==> config.mk <==
export PLATFORM = sky130hd
export DESIGN_NAME = gp_timer_irq_mask
export DESIGN_NICKNAME = d
export VERILOG_FILES = /design/src/shared/gpt_pkg.sv /design/src/rtl/gp_timer_irq_mask.sv /design/src/rtl/carrier_sync.sv /design/src/rtl/step_divider.sv
export SDC_FILE = /design/constraint.sdc
export NUM_CORES = 1
export LEC_CHECK = 0
export ABC_AREA = 1
export BUFFER_PORTS_ARGS = -buffer_cell sky130_fd_sc_hd__buf_2
export CORE_MARGIN = 2
export CORE_UTILIZATION = 60
export DETAILED_ROUTE_END_ITERATION = 6
export HOLD_SLACK_MARGIN = 0.02
export PLACE_DENSITY = 0.81
export SLEW_MARGIN = 15
export SYNTH_ARGS = -nofsm -noshare
export SYNTH_HDL_FRONTEND = slang
export SYNTH_HIERARCHICAL = 1
export SYNTH_SLANG_ARGS = --single-unit
export TNS_END_PERCENT = 30
==> constraint.sdc <==
create_clock -name clk_i -period 3 [get_ports clk_i]
set_input_delay 0.3 -clock clk_i [delete_from_list [all_inputs] [get_ports clk_i]]
set_output_delay 0.3 -clock clk_i [all_outputs]
set_load 0.02 [all_outputs]
==> src/shared/gpt_pkg.sv <==
package gpt_pkg;

    // register addresses on the plain register port
    localparam logic [7:0] ADDR_TRIG_CTRL = 8'h11;
    localparam logic [7:0] ADDR_GPT_HI = 8'h12;
    localparam logic [7:0] ADDR_GPT_LO = 8'h13;
    localparam logic [7:0] ADDR_MAIN_MASK = 8'h14;
    localparam logic [7:0] ADDR_TF_MASK = 8'h15;
    localparam logic [7:0] ADDR_STATUS = 8'h1f;

    // values after reset and after the set-default command
    localparam logic [7:0] RST_TRIG_CTRL = 8'h00;
    localparam logic [7:0] RST_GPT_HI = 8'h00;
    localparam logic [7:0] RST_GPT_LO = 8'h00;
    localparam logic [7:0] RST_MAIN_MASK = 8'h00;
    localparam logic [7:0] RST_TF_MASK = 8'h00;

    // field positions
    localparam int TRIG_MSB = 7;
    localparam int TRIG_LSB = 5;
    localparam int NRT_EMV_BIT = 1;
    localparam int NRT_STEP_BIT = 0;
    localparam int TF_GPE_BIT = 5;
    localparam int STAT_RUN_BIT = 0;
    localparam int STAT_ARM_BIT = 1;

    // writable bits; the rest read as zero
    localparam logic [7:0] TRIG_CTRL_USED = 8'he3;
    localparam logic [7:0] MAIN_MASK_USED = 8'hfc;

    // trigger source codes
    localparam logic [2:0] TRIG_CMD_ONLY = 3'h0;
    localparam logic [2:0] TRIG_RX_END = 3'h1;
    localparam logic [2:0] TRIG_RX_START = 3'h2;
    localparam logic [2:0] TRIG_TX_END_NFC = 3'h3;

    // step sizes in carrier periods
    localparam int STEP_DIV_W = 13;
    localparam logic [12:0] GPT_STEP_FC = 13'h0008;
    localparam logic [12:0] NRT_STEP_SHORT_FC = 13'h0040;
    localparam logic [12:0] NRT_STEP_LONG_FC = 13'h1000;

    // timer start events, one-cycle pulses on clk_i except nfc_mode, which is a level
    typedef struct packed {
        logic start_cmd;
        logic rx_start;
        logic rx_end;
        logic tx_end;
        logic nfc_mode;
    } timer_ev_t;

    typedef enum logic [0:0] {GPT_IDLE, GPT_RUN} gpt_state_t;

    typedef struct packed {
        logic [2:0] shift;
        logic level;
        logic rise;
    } sync_state_t;

    typedef struct packed {
        logic [12:0] count;
        logic step;
    } div_state_t;

    typedef struct packed {
        logic [7:0] trig_ctrl;
        logic [7:0] gpt_hi;
        logic [7:0] gpt_lo;
        logic [7:0] main_mask;
        logic [7:0] tf_mask;
        gpt_state_t gpt_state;
        logic [15:0] gpt_count;
        logic field_arm;
        logic field_off;
        logic gpt_expire;
        logic [7:0] rdata;
        logic [7:0] main_irq;
        logic [7:0] tf_irq;
        logic irq;
    } top_state_t;

endpackage

==> src/rtl/gp_timer_irq_mask.sv <==
// Notes on behaviour
// - trigger bits 7:5 pick start source: command only, rx end, rx start; 4-7 unused.
// - code three starts on tx end in nfc mode; expiry of a run started by that tx end switches field off.
// - control bit 1 puts the no-response timer into payment-compliance mode.
// - control bit 0 picks no-response step: 64 or 4096 carrier periods.
// - 16-bit general timeout from high and low bytes, 8 carrier periods per count.
// - all fields return to defaults at power-up and on set-default command.
// - main mask bits 7..2 suppress matching main interrupts; bits 1,0 unused.
// - timer/field mask bits 7..0 suppress their matching interrupts.
// - general timer expiry raises its own timer/field flag unless masked.
//
// Chosen here: strobed register access.
`timescale 1ns/10ps
`default_nettype none
module gp_timer_irq_mask
    import gpt_pkg::*;
(
    input wire logic clk_i,
    input wire logic rst_i,
    input wire logic [7:0] addr_i,
    input wire logic [7:0] wdata_i,
    input wire logic wr_i,
    input wire logic rd_i,
    input wire logic set_default_i,
    input wire logic carrier_i,
    input wire timer_ev_t ev_i,
    input wire logic nrt_restart_i,
    input wire logic [7:0] main_src_i,
    input wire logic [7:0] tf_src_i,
    output logic [7:0] rdata_o,
    output logic gpt_running_o,
    output logic gpt_expire_o,
    output logic field_off_o,
    output logic nrt_emv_o,
    output logic nrt_step_o,
    output logic [7:0] main_irq_o,
    output logic [7:0] tf_irq_o,
    output logic irq_o
);
    top_state_t st_r;
    top_state_t st_nxt;
    logic fc_tick;
    logic gpt_tick;
    logic gpt_start;
    logic [2:0] trig_code;
    logic [15:0] gpt_value;
    logic trig_hit;
    logic [12:0] nrt_div;

    // carrier arrives from a pin, so it is synchronised first
    carrier_sync u_carrier_sync (
        .clk_i(clk_i),
        .rst_i(rst_i),
        .pin_i(carrier_i),
        .rise_o(fc_tick)
    );

    // general timer prescaler, restarted with each timer start
    step_divider #(.DW(STEP_DIV_W)) u_gpt_div (
        .clk_i(clk_i),
        .rst_i(rst_i),
        .tick_i(fc_tick),
        .restart_i(gpt_start),
        .div_i(GPT_STEP_FC),
        .step_o(gpt_tick)
    );

    // no-response step select
    assign nrt_div = st_r.trig_ctrl[NRT_STEP_BIT] ? NRT_STEP_LONG_FC
                                                  : NRT_STEP_SHORT_FC;

    // no-response step enable handed to the neighbouring timer
    step_divider #(.DW(STEP_DIV_W)) u_nrt_div (
        .clk_i(clk_i),
        .rst_i(rst_i),
        .tick_i(fc_tick),
        .restart_i(nrt_restart_i),
        .div_i(nrt_div),
        .step_o(nrt_step_o)
    );

    // trigger decode; unused codes never fire
    always_comb begin
        trig_code = st_r.trig_ctrl[TRIG_MSB:TRIG_LSB];
        unique case (trig_code)
            TRIG_RX_END: trig_hit = ev_i.rx_end;
            TRIG_RX_START: trig_hit = ev_i.rx_start;
            TRIG_TX_END_NFC: trig_hit = ev_i.tx_end & ev_i.nfc_mode;
            default: trig_hit = 1'b0;
        endcase
    end

    // a zero timeout would wrap and run 65536 counts, so it does not start
    assign gpt_value = {st_r.gpt_hi, st_r.gpt_lo};
    assign gpt_start = (ev_i.start_cmd | trig_hit) & (gpt_value != 16'h0000)
                       & ~set_default_i;

    always_comb begin
        st_nxt = st_r;
        st_nxt.gpt_expire = 1'b0;
        st_nxt.field_off = 1'b0;
        st_nxt.rdata = 8'h00;

        // register writes; reserved bits are dropped
        if (wr_i) begin
            unique case (addr_i)
                ADDR_TRIG_CTRL: st_nxt.trig_ctrl = wdata_i & TRIG_CTRL_USED;
                ADDR_GPT_HI: st_nxt.gpt_hi = wdata_i;
                ADDR_GPT_LO: st_nxt.gpt_lo = wdata_i;
                ADDR_MAIN_MASK: st_nxt.main_mask = wdata_i & MAIN_MASK_USED;
                ADDR_TF_MASK: st_nxt.tf_mask = wdata_i;
                default: ;
            endcase
        end

        // read data stands for one cycle only
        if (rd_i) begin
            unique case (addr_i)
                ADDR_TRIG_CTRL: st_nxt.rdata = st_r.trig_ctrl;
                ADDR_GPT_HI: st_nxt.rdata = st_r.gpt_hi;
                ADDR_GPT_LO: st_nxt.rdata = st_r.gpt_lo;
                ADDR_MAIN_MASK: st_nxt.rdata = st_r.main_mask;
                ADDR_TF_MASK: st_nxt.rdata = st_r.tf_mask;
                ADDR_STATUS: begin
                    st_nxt.rdata[STAT_RUN_BIT] = (st_r.gpt_state == GPT_RUN);
                    st_nxt.rdata[STAT_ARM_BIT] = st_r.field_arm;
                end
                default: st_nxt.rdata = 8'h00;
            endcase
        end

        // general timer: a new start reloads even while running
        unique case (st_r.gpt_state)
            GPT_IDLE: begin
                if (gpt_start) begin
                    st_nxt.gpt_state = GPT_RUN;
                    st_nxt.gpt_count = gpt_value;
                    st_nxt.field_arm = trig_hit & (trig_code == TRIG_TX_END_NFC);
                end
            end
            GPT_RUN: begin
                if (gpt_start) begin
                    st_nxt.gpt_count = gpt_value;
                    st_nxt.field_arm = trig_hit & (trig_code == TRIG_TX_END_NFC);
                end else if (gpt_tick) begin
                    if (st_r.gpt_count == 16'h0001) begin
                        st_nxt.gpt_state = GPT_IDLE;
                        st_nxt.gpt_expire = 1'b1;
                        st_nxt.field_off = st_r.field_arm;
                        st_nxt.field_arm = 1'b0;
                    end else begin
                        st_nxt.gpt_count = st_r.gpt_count - 16'h0001;
                    end
                end
            end
        endcase

        // masked requests: masks touch nothing but these outputs
        st_nxt.main_irq = main_src_i & MAIN_MASK_USED & ~st_r.main_mask;
        st_nxt.tf_irq = tf_src_i & ~st_r.tf_mask;
        st_nxt.tf_irq[TF_GPE_BIT] = st_r.gpt_expire & ~st_r.tf_mask[TF_GPE_BIT];
        st_nxt.irq = (|st_nxt.main_irq) | (|st_nxt.tf_irq);

        // set-default beats a write in the same cycle and stops the timer
        if (set_default_i) begin
            st_nxt.trig_ctrl = RST_TRIG_CTRL;
            st_nxt.gpt_hi = RST_GPT_HI;
            st_nxt.gpt_lo = RST_GPT_LO;
            st_nxt.main_mask = RST_MAIN_MASK;
            st_nxt.tf_mask = RST_TF_MASK;
            st_nxt.gpt_state = GPT_IDLE;
            st_nxt.gpt_count = 16'h0000;
            st_nxt.field_arm = 1'b0;
        end
    end

    // power-up defaults
    always_ff @(posedge clk_i or posedge rst_i) begin
        if (rst_i) begin
            st_r <= '0;
            st_r.trig_ctrl <= RST_TRIG_CTRL;
            st_r.gpt_hi <= RST_GPT_HI;
            st_r.gpt_lo <= RST_GPT_LO;
            st_r.main_mask <= RST_MAIN_MASK;
            st_r.tf_mask <= RST_TF_MASK;
            st_r.gpt_state <= GPT_IDLE;
        end else begin
            st_r <= st_nxt;
        end
    end

    // outputs straight from state flops
    assign rdata_o = st_r.rdata;
    assign gpt_running_o = (st_r.gpt_state == GPT_RUN);
    assign gpt_expire_o = st_r.gpt_expire;
    assign field_off_o = st_r.field_off;
    assign nrt_emv_o = st_r.trig_ctrl[NRT_EMV_BIT];
    assign main_irq_o = st_r.main_irq;
    assign tf_irq_o = st_r.tf_irq;
    assign irq_o = st_r.irq;
endmodule // gp_timer_irq_mask
`default_nettype wire

==> src/rtl/carrier_sync.sv <==
`timescale 1ns/10ps
`default_nettype none
// three-stage synchroniser with agreement filter and rising edge pulse
module carrier_sync
    import gpt_pkg::*;
(
    input wire logic clk_i,
    input wire logic rst_i,
    input wire logic pin_i,
    output logic rise_o
);
    sync_state_t st_r;
    sync_state_t st_nxt;

    // level only moves when stages two and three agree
    always_comb begin
        st_nxt = st_r;
        st_nxt.shift = {st_r.shift[1:0], pin_i};
        st_nxt.rise = 1'b0;
        if (st_r.shift[1] == st_r.shift[2] && st_r.shift[2] != st_r.level) begin
            st_nxt.level = st_r.shift[2];
            st_nxt.rise = st_r.shift[2];
        end
    end

    always_ff @(posedge clk_i or posedge rst_i) begin
        if (rst_i) begin
            st_r <= '0;
        end else begin
            st_r <= st_nxt;
        end
    end

    assign rise_o = st_r.rise;
endmodule // carrier_sync
`default_nettype wire

==> src/rtl/step_divider.sv <==
`timescale 1ns/10ps
`default_nettype none
// counts carrier ticks, pulses once every div_i ticks
module step_divider
    import gpt_pkg::*;
#(
    parameter int DW = STEP_DIV_W
) (
    input wire logic clk_i,
    input wire logic rst_i,
    input wire logic tick_i,
    input wire logic restart_i,
    input wire logic [DW-1:0] div_i,
    output logic step_o
);
    div_state_t st_r;
    div_state_t st_nxt;

    if (DW != STEP_DIV_W) begin : g_bad_width
        $error("step_divider width must match the package state width");
    end

    // restart drops a partial step so a new period starts whole
    always_comb begin
        st_nxt = st_r;
        st_nxt.step = 1'b0;
        if (restart_i) begin
            st_nxt.count = '0;
        end else if (tick_i) begin
            if (st_r.count >= div_i - 13'h0001) begin
                st_nxt.count = '0;
                st_nxt.step = 1'b1;
            end else begin
                st_nxt.count = st_r.count + 13'h0001;
            end
        end
    end

    always_ff @(posedge clk_i or posedge rst_i) begin
        if (rst_i) begin
            st_r <= '0;
        end else begin
            st_r <= st_nxt;
        end
    end

    assign step_o = st_r.step;
endmodule // step_divider
`default_nettype wire

# Word-level counts from Yosys, hierarchy flattened
# Index checks and enable logic that the tools add are counted.
[word_totals] out_inout_bits=30 ff_bits=118 latch_bits=0 input_bits=44 mem_bits_ro=0 mem_count=0 ram_bits=0
[op_classes] eq_ne=16 reduce_logical=19 bitwise=14 addsub=4 mul=0 magnitude_cmp=2 shift=0 div=0 muxes=33
[op_table] cell="two-way mux 13 bit" count=5
[op_table] cell="two-way mux 58 bit" count=1
[op_table] cell="equality test 8 x 5 -> 1 bit (second input constant)" count=6
[op_table] cell="two-way mux 8 bit" count=6
[op_table] cell="two-way mux 40 bit" count=1
[op_table] cell="case mux 18 bit (2 select lines)" count=1
[op_table] cell="case mux 6 bit (5 select lines)" count=1
[op_table] cell="two-way mux 14 bit" count=2
[op_table] cell="adder 13 x 1 -> 13 bit (second input constant)" count=2
[op_table] cell="two-way mux 20 bit" count=1
[op_table] cell="two-way mux 18 bit" count=1
[op_table] cell="two-way mux 17 bit" count=1
[op_table] cell="bitwise AND 8 bit" count=2
[op_table] cell="equality test 16 x 1 -> 1 bit (second input constant)" count=1
[op_table] cell="two-way mux 16 bit" count=1
[op_table] cell="inverter 8 bit" count=2
[op_table] cell="nonzero test 16 bit" count=1
[op_table] cell="nonzero test 2 bit" count=8
[op_table] cell="OR reduction 8 bit" count=2
[op_table] cell="subtractor 16 x 1 -> 16 bit (second input constant)" count=1
[op_table] cell="greater-or-equal comparator 13 bit" count=1
[op_table] cell="greater-or-equal comparator 13 x 3 -> 1 bit (second input constant)" count=1
[op_table] cell="subtractor 13 x 1 -> 13 bit (second input constant)" count=1
[op_table] cell="case mux 2 bit (6 select lines)" count=1
[op_table] cell="other kinds (17)" count=38

# Depth between registers and ports, before layout
[logic_depth] depth_word=8 mapped_depth=18

# Cells and area by module
# Netlist, hierarchy kept.
[modules_own_cells] mod="gp_timer_irq_mask" area_each_um2=4290.4 n_inst=1 cells_each=553
[modules_own_cells] mod="step_divider at u_nrt_div" area_each_um2=1480.2 n_inst=1 cells_each=222
[modules_own_cells] mod="step_divider at u_gpt_div" area_each_um2=1450.1 n_inst=1 cells_each=211
[modules_own_cells] mod="carrier_sync" area_each_um2=148.9 n_inst=1 cells_each=11

# Least setup slack after synthesis
# No wires, ideal clock.
[synth_timing] kind="register -> register" from="register st_r[77] in the netlist's numbering" to="register u_nrt_div/st_r[13] in the netlist's numbering" stages_incl_launch_ff=16 slack_ns=0.895 t_arrival_ns=1.982 cell_sequence="dfrtp_1 > inv_1 > nor2_1 > inv_1 > nor2_2 > nand3_1 > xor2_1 > ha_1 > nand2_2 > nor2_2 > inv_1 > nor2_1 > nand2_1 > nand3_2 > buf_6 > o21bai_1"
[synth_between] elab_chain_cells=6
[synth_rtl] element="start, declared" line="gp_timer_irq_mask.sv:40" rtl="top_state_t st_r;"
[synth_rtl] element="start signal, assigned" line="gp_timer_irq_mask.sv:188" rtl="st_r <= st_nxt;"
[synth_rtl] element="two-way mux 13 bit" line="gp_timer_irq_mask.sv:69" rtl="assign nrt_div = st_r.trig_ctrl[NRT_STEP_BIT] ? NRT_STEP_LONG_FC"
[synth_rtl] element="net nrt_div[6]" line="gp_timer_irq_mask.sv:48" rtl="logic [12:0] nrt_div;"
[synth_rtl] element="subtractor 13 x 1 -> 13 bit" line="step_divider.sv:30" rtl="if (st_r.count >= div_i - 13'h0001) begin"
[synth_rtl] element="greater-or-equal comparator 13 bit" line="step_divider.sv:30"
[synth_rtl] element="two-way mux 13 bit" line="step_divider.sv:30"
[synth_rtl] element="two-way mux 14 bit" line="step_divider.sv:29" rtl="end else if (tick_i) begin"
[synth_rtl] element="two-way mux 13 bit" line="step_divider.sv:27" rtl="if (restart_i) begin"
[synth_rtl] element="end signal, assigned" line="step_divider.sv:43" rtl="st_r <= st_nxt;"
[synth_rtl] element="end, declared" line="step_divider.sv:16" rtl="div_state_t st_r;"
# The timed path passes the listed nets, and every way through them passes these cells. The select of a mux whose other input is x is not followed.
# A chain may end at the register's enable or synchronous reset.

# Worst setup path after layout
[layout_timing] from="register st_r[77] in the netlist's numbering" to="register u_nrt_div/st_r[9] in the netlist's numbering"
# Same word-level chain as after synthesis.

==> impl_metrics.csv <==
group,metric,value,unit
placement,portBuffers,68,
finish,fin_util,68.03,%
clocking,clock-root-buffer,"clkbuf_16",
logic_synthesis,ys_warn_count,6,
finish,nets,1182,
worst_setup_path,cpMaxStageDelayCell,"dfrtp_1",
worst_setup_path,critPathMaxFanout,13,
logic_synthesis,syn_area,0.007370,mm2
timing,setup_viol_count_final,0,
detailed_routing,first_pass_iters,5,
floorplanning,rows,40,
worst_setup_path,end_kind,"flop",
timing,tns,0,ns
worst_setup_path,cp.buffers_inverters,3,
timing,drv_slew,0,
worst_setup_path,critPathTopFamily,"simple AND/OR/NAND/NOR gates",
power,switchingPower,0.001065,W
detailed_routing,wl_per_cell,12.32,um
timing,final_hold_viol_count,0,
placement,dpl_cell_area,0.007860,mm2
worst_setup_path,crit_chain,"inv_1 -> nor2_1 -> inv_1 -> nor2_2 -> nand3_1 -> xor2_1 -> ha_1 -> nand2_2 -> inv_1 -> nand2_1 -> nand2_1 -> a21oi_2 -> nand3_2 -> o21bai_1",
power,power.share.clock,34.9,%
worst_setup_path,cp_common_cell,"inv_1",
finish,drive_gt1_share,14.58,%
power,report.power.total,0.003442,W
floorplanning,pin_count,74,
logic_synthesis,synth_top_area_share,37.69,%
finish,antennaDiodeCount,0,
clocking,cts_max_level,3,
timing,rsz0062_at_grt,"no",
floorplanning,die_y,114.8,um
floorplanning,dieWidth,114.8,um
finish,syn_to_final_growth,10.88,%
power,p_per_area,421.2,mW/mm2
logic_synthesis,synth_cell_types,38,
worst_setup_path,startpoint_type,"flop",
worst_setup_path,critical_path_arrival,2.68,ns
timing,slew_headroom,47.67,%
clocking,clk_latency,0.37,ns
global_routing,first_global_vias,5650,
timing,fmax,0.4174,GHz
global_routing,grt_max_degree,34,
power,combPwrFrac,17.2,%
worst_setup_path,worstSetupPathType,"flop to flop",
clocking,numCtsBuffers,9,
power,p_leak,4.253,nW
placement,dp_hpwl,11830,um
worst_setup_path,worst_ep_required_time,3.28,ns
placement,dp.cells,1241,
logic_synthesis,synthCells,997,
timing,layout_min_cycle_time,2.396,ns
logic_synthesis,synth_top_cell_by_area,"dfrtp_1",
outcome,outcome,"completed",
detailed_routing,drt_iter0_drc,406,
logic_synthesis,synth_seq_cells,111,
logic_synthesis,seq_area_frac_synth,37.69,%
global_routing,antenna_found_initial,0,
worst_setup_path,cpPeakStageDelay,0.38,ns
floorplanning,core-area,0.01201,mm2
logic_synthesis,yosys-top-cells-area,"dfrtp_1 (38%), nand2_1 (14%), nor2_1 (6.2%)",
timing,fin_skew,0.01176,ns
clocking,clockBufferDepth,2,
logic_synthesis,syn_avg_cell_area,7.392,um2
detailed_routing,postRouteAntennaNets,0,
detailed_routing,routed_wirelength,15500,um
global_routing,grt_usage,25.27,%
finish,final_area,0.008172,mm2
timing,layout_worst_path_cycle_share,79.86,%
run,cap_violations,0,
power,pwr-share-seq,47.8,%
global_routing,grt.overflow.total,0,
timing,worst_slew_pin_slew,0.7849,ns
floorplanning,start_util,61.35,%
clocking,clk_pin_slew,0.07,ns
clocking,cts_sinks,111,
detailed_routing,drc_errors,0,
power,switching_share,30.96,%
detailed_routing,vias_per_cell,4.995,
placement,gp_congestion,0.8849,
floorplanning,die_area,0.01318,mm2
finish,finalNonFillerCells,1258,
clocking,cts_tree,"built",
power,peakVddDrop,0.2600,mV
finish,fillers,1001,
worst_hold_path,hold_path_class,"input port to flop",
global_routing,grt_first_pass_wirelength,26430,um
power,p_int,0.002376,W
detailed_routing,vias,6284,
## Yosys cell counts (all sizes together)
cell type / count
nor3b: 2
xnor2: 13
buf: 38
clkbuf: 3
ha: 32
nor4: 2
inv: 127
o21bai: 25
o21ai: 68
a21oi: 24
nor2: 139
nor3: 12
nand3: 74
nand4: 20
o2111ai: 1
conb: 2
dfrtp: 111
o31ai: 1
xor2: 15
nand2: 284
or2: 1
a31oi: 3
## layout make-up
type / instances / area (um2) / area share [%]
tap: 147 / 183.9 / 2.251
clock inverter: 6 / 62.56 / 0.7656
sequential: 111 / 2778 / 33.99
clock buffer: 10 / 239.0 / 2.925
inverter: 127 / 485.5 / 5.941
timing repair buffer: 74 / 387.9 / 4.747
multi-input combinational: 783 / 4035 / 49.38
## what timing repair did
| action | CTS | global route |
|---|---|---|
| hold buffers | 1 | 0 |
| hold endpoints to repair | 5 | 0 |
| setup buffers | 0 | 0 |
| resized for setup | 0 | 0 |
## state kept, by name (all words and copies together), names as in the netlist, 2 cells and up
signal and cells:
u_nrt_div/st_r 13, st_r 35, rdata_o 8, main_irq_o 6
tf_irq_o 8, gpt_value 16, u_gpt_div/st_r 13, u_carrier_sync/st_nxt 2
u_carrier_sync/st_r 2
## power by group through the flow
stage / clock network, W / logic [W] / registers (W)
floorplan: 0 / 0.000482 / 0.00165
global placement: 0 / 0.000574 / 0.00167
detailed placement: 0 / 0.000585 / 0.00167
CTS: 0.00122 / 0.000590 / 0.00164
global route: 0.00128 / 0.000690 / 0.00166
finish: 0.00120 / 0.000593 / 0.00165
## worst paths after layout
check	startpoint	endpoint	slack, ns	cells past startpoint
min	carrier_i	u_carrier_sync/st_nxt[3]	0.04	1
max	st_r[77]	u_nrt_div/st_r[9]	0.60	14
min in group asynchronous	rst_i	u_carrier_sync/st_nxt[4]	0.41	3
min reg2reg	u_carrier_sync/st_nxt[3]	u_carrier_sync/st_nxt[4]	0.37	0
max in group asynchronous	rst_i	st_r[34]	1.78	4
max reg2reg	st_r[77]	u_nrt_div/st_r[9]	0.60	14
## layer usage
metal	global-route usage, %	up-vias	part of all wire [%]	routed length, um
met4	8.755	0	1.7	257
met3	3.163	18	4.9	752
met1	35.45	2805	47	7356
li1	-	3312	-	-
met2	40.87	149	46	7129
met5	0	-	0	0
## worst reg2reg max path: stages (launching register included)
cell and delay, ns:
dfrtp_1 0.38, inv_1 0.10, nor2_1 0.15, inv_1 0.08, nor2_2 0.14, nand3_1 0.09, xor2_1 0.15, ha_1 0.31
nand2_2 0.09, inv_1 0.04, nand2_1 0.05, nand2_1 0.06, a21oi_2 0.13, nand3_2 0.28, o21bai_1 0.25
## cell usage in the layout, fill, tap and decap left out, drive strengths merged
cell type	netlist	layout
a21oi	24	24
a31oi	3	3
buf	38	73
clkbuf	3	10
clkinv	0	3
clkinvlp	0	2
conb	2	67
dfrtp	111	111
dlygate4sd3	0	1
ha	32	32
inv	127	128
nand2	284	284
nand3	74	74
nand4	20	20
nor2	139	139
nor3	12	12
nor3b	2	2
nor4	2	2
o2111ai	1	1
o21ai	68	68
o21bai	25	25
o31ai	1	1
or2	1	1
xnor2	13	13
xor2	15	15
## cells by family (layout without fill, tap and decap cells)
family	after synthesis	count (layout)	synth area share [%]
xor+xnor	28	28	3.328
simple gates	534	534	32.34
fa+ha+maj	32	32	5.433
buf+inv	168	217	10.87
flops	111	111	37.69
compound gates	122	122	10.24
other cells	2	67	0.1019
## per-stage QoR
stage	setup WS (ns)	hold WS (ns)
3_5_place_dp	0.5889	0.2561
4_1_cts	0.5790	0.02896
2_1_floorplan	0.7050	0.07852
6_report	0.6042	0.03794
3_3_place_gp	0.6856	0.2506
5_1_grt	0.3296	0.03349
No activity file was read; power rests on OpenSTA's default activity.
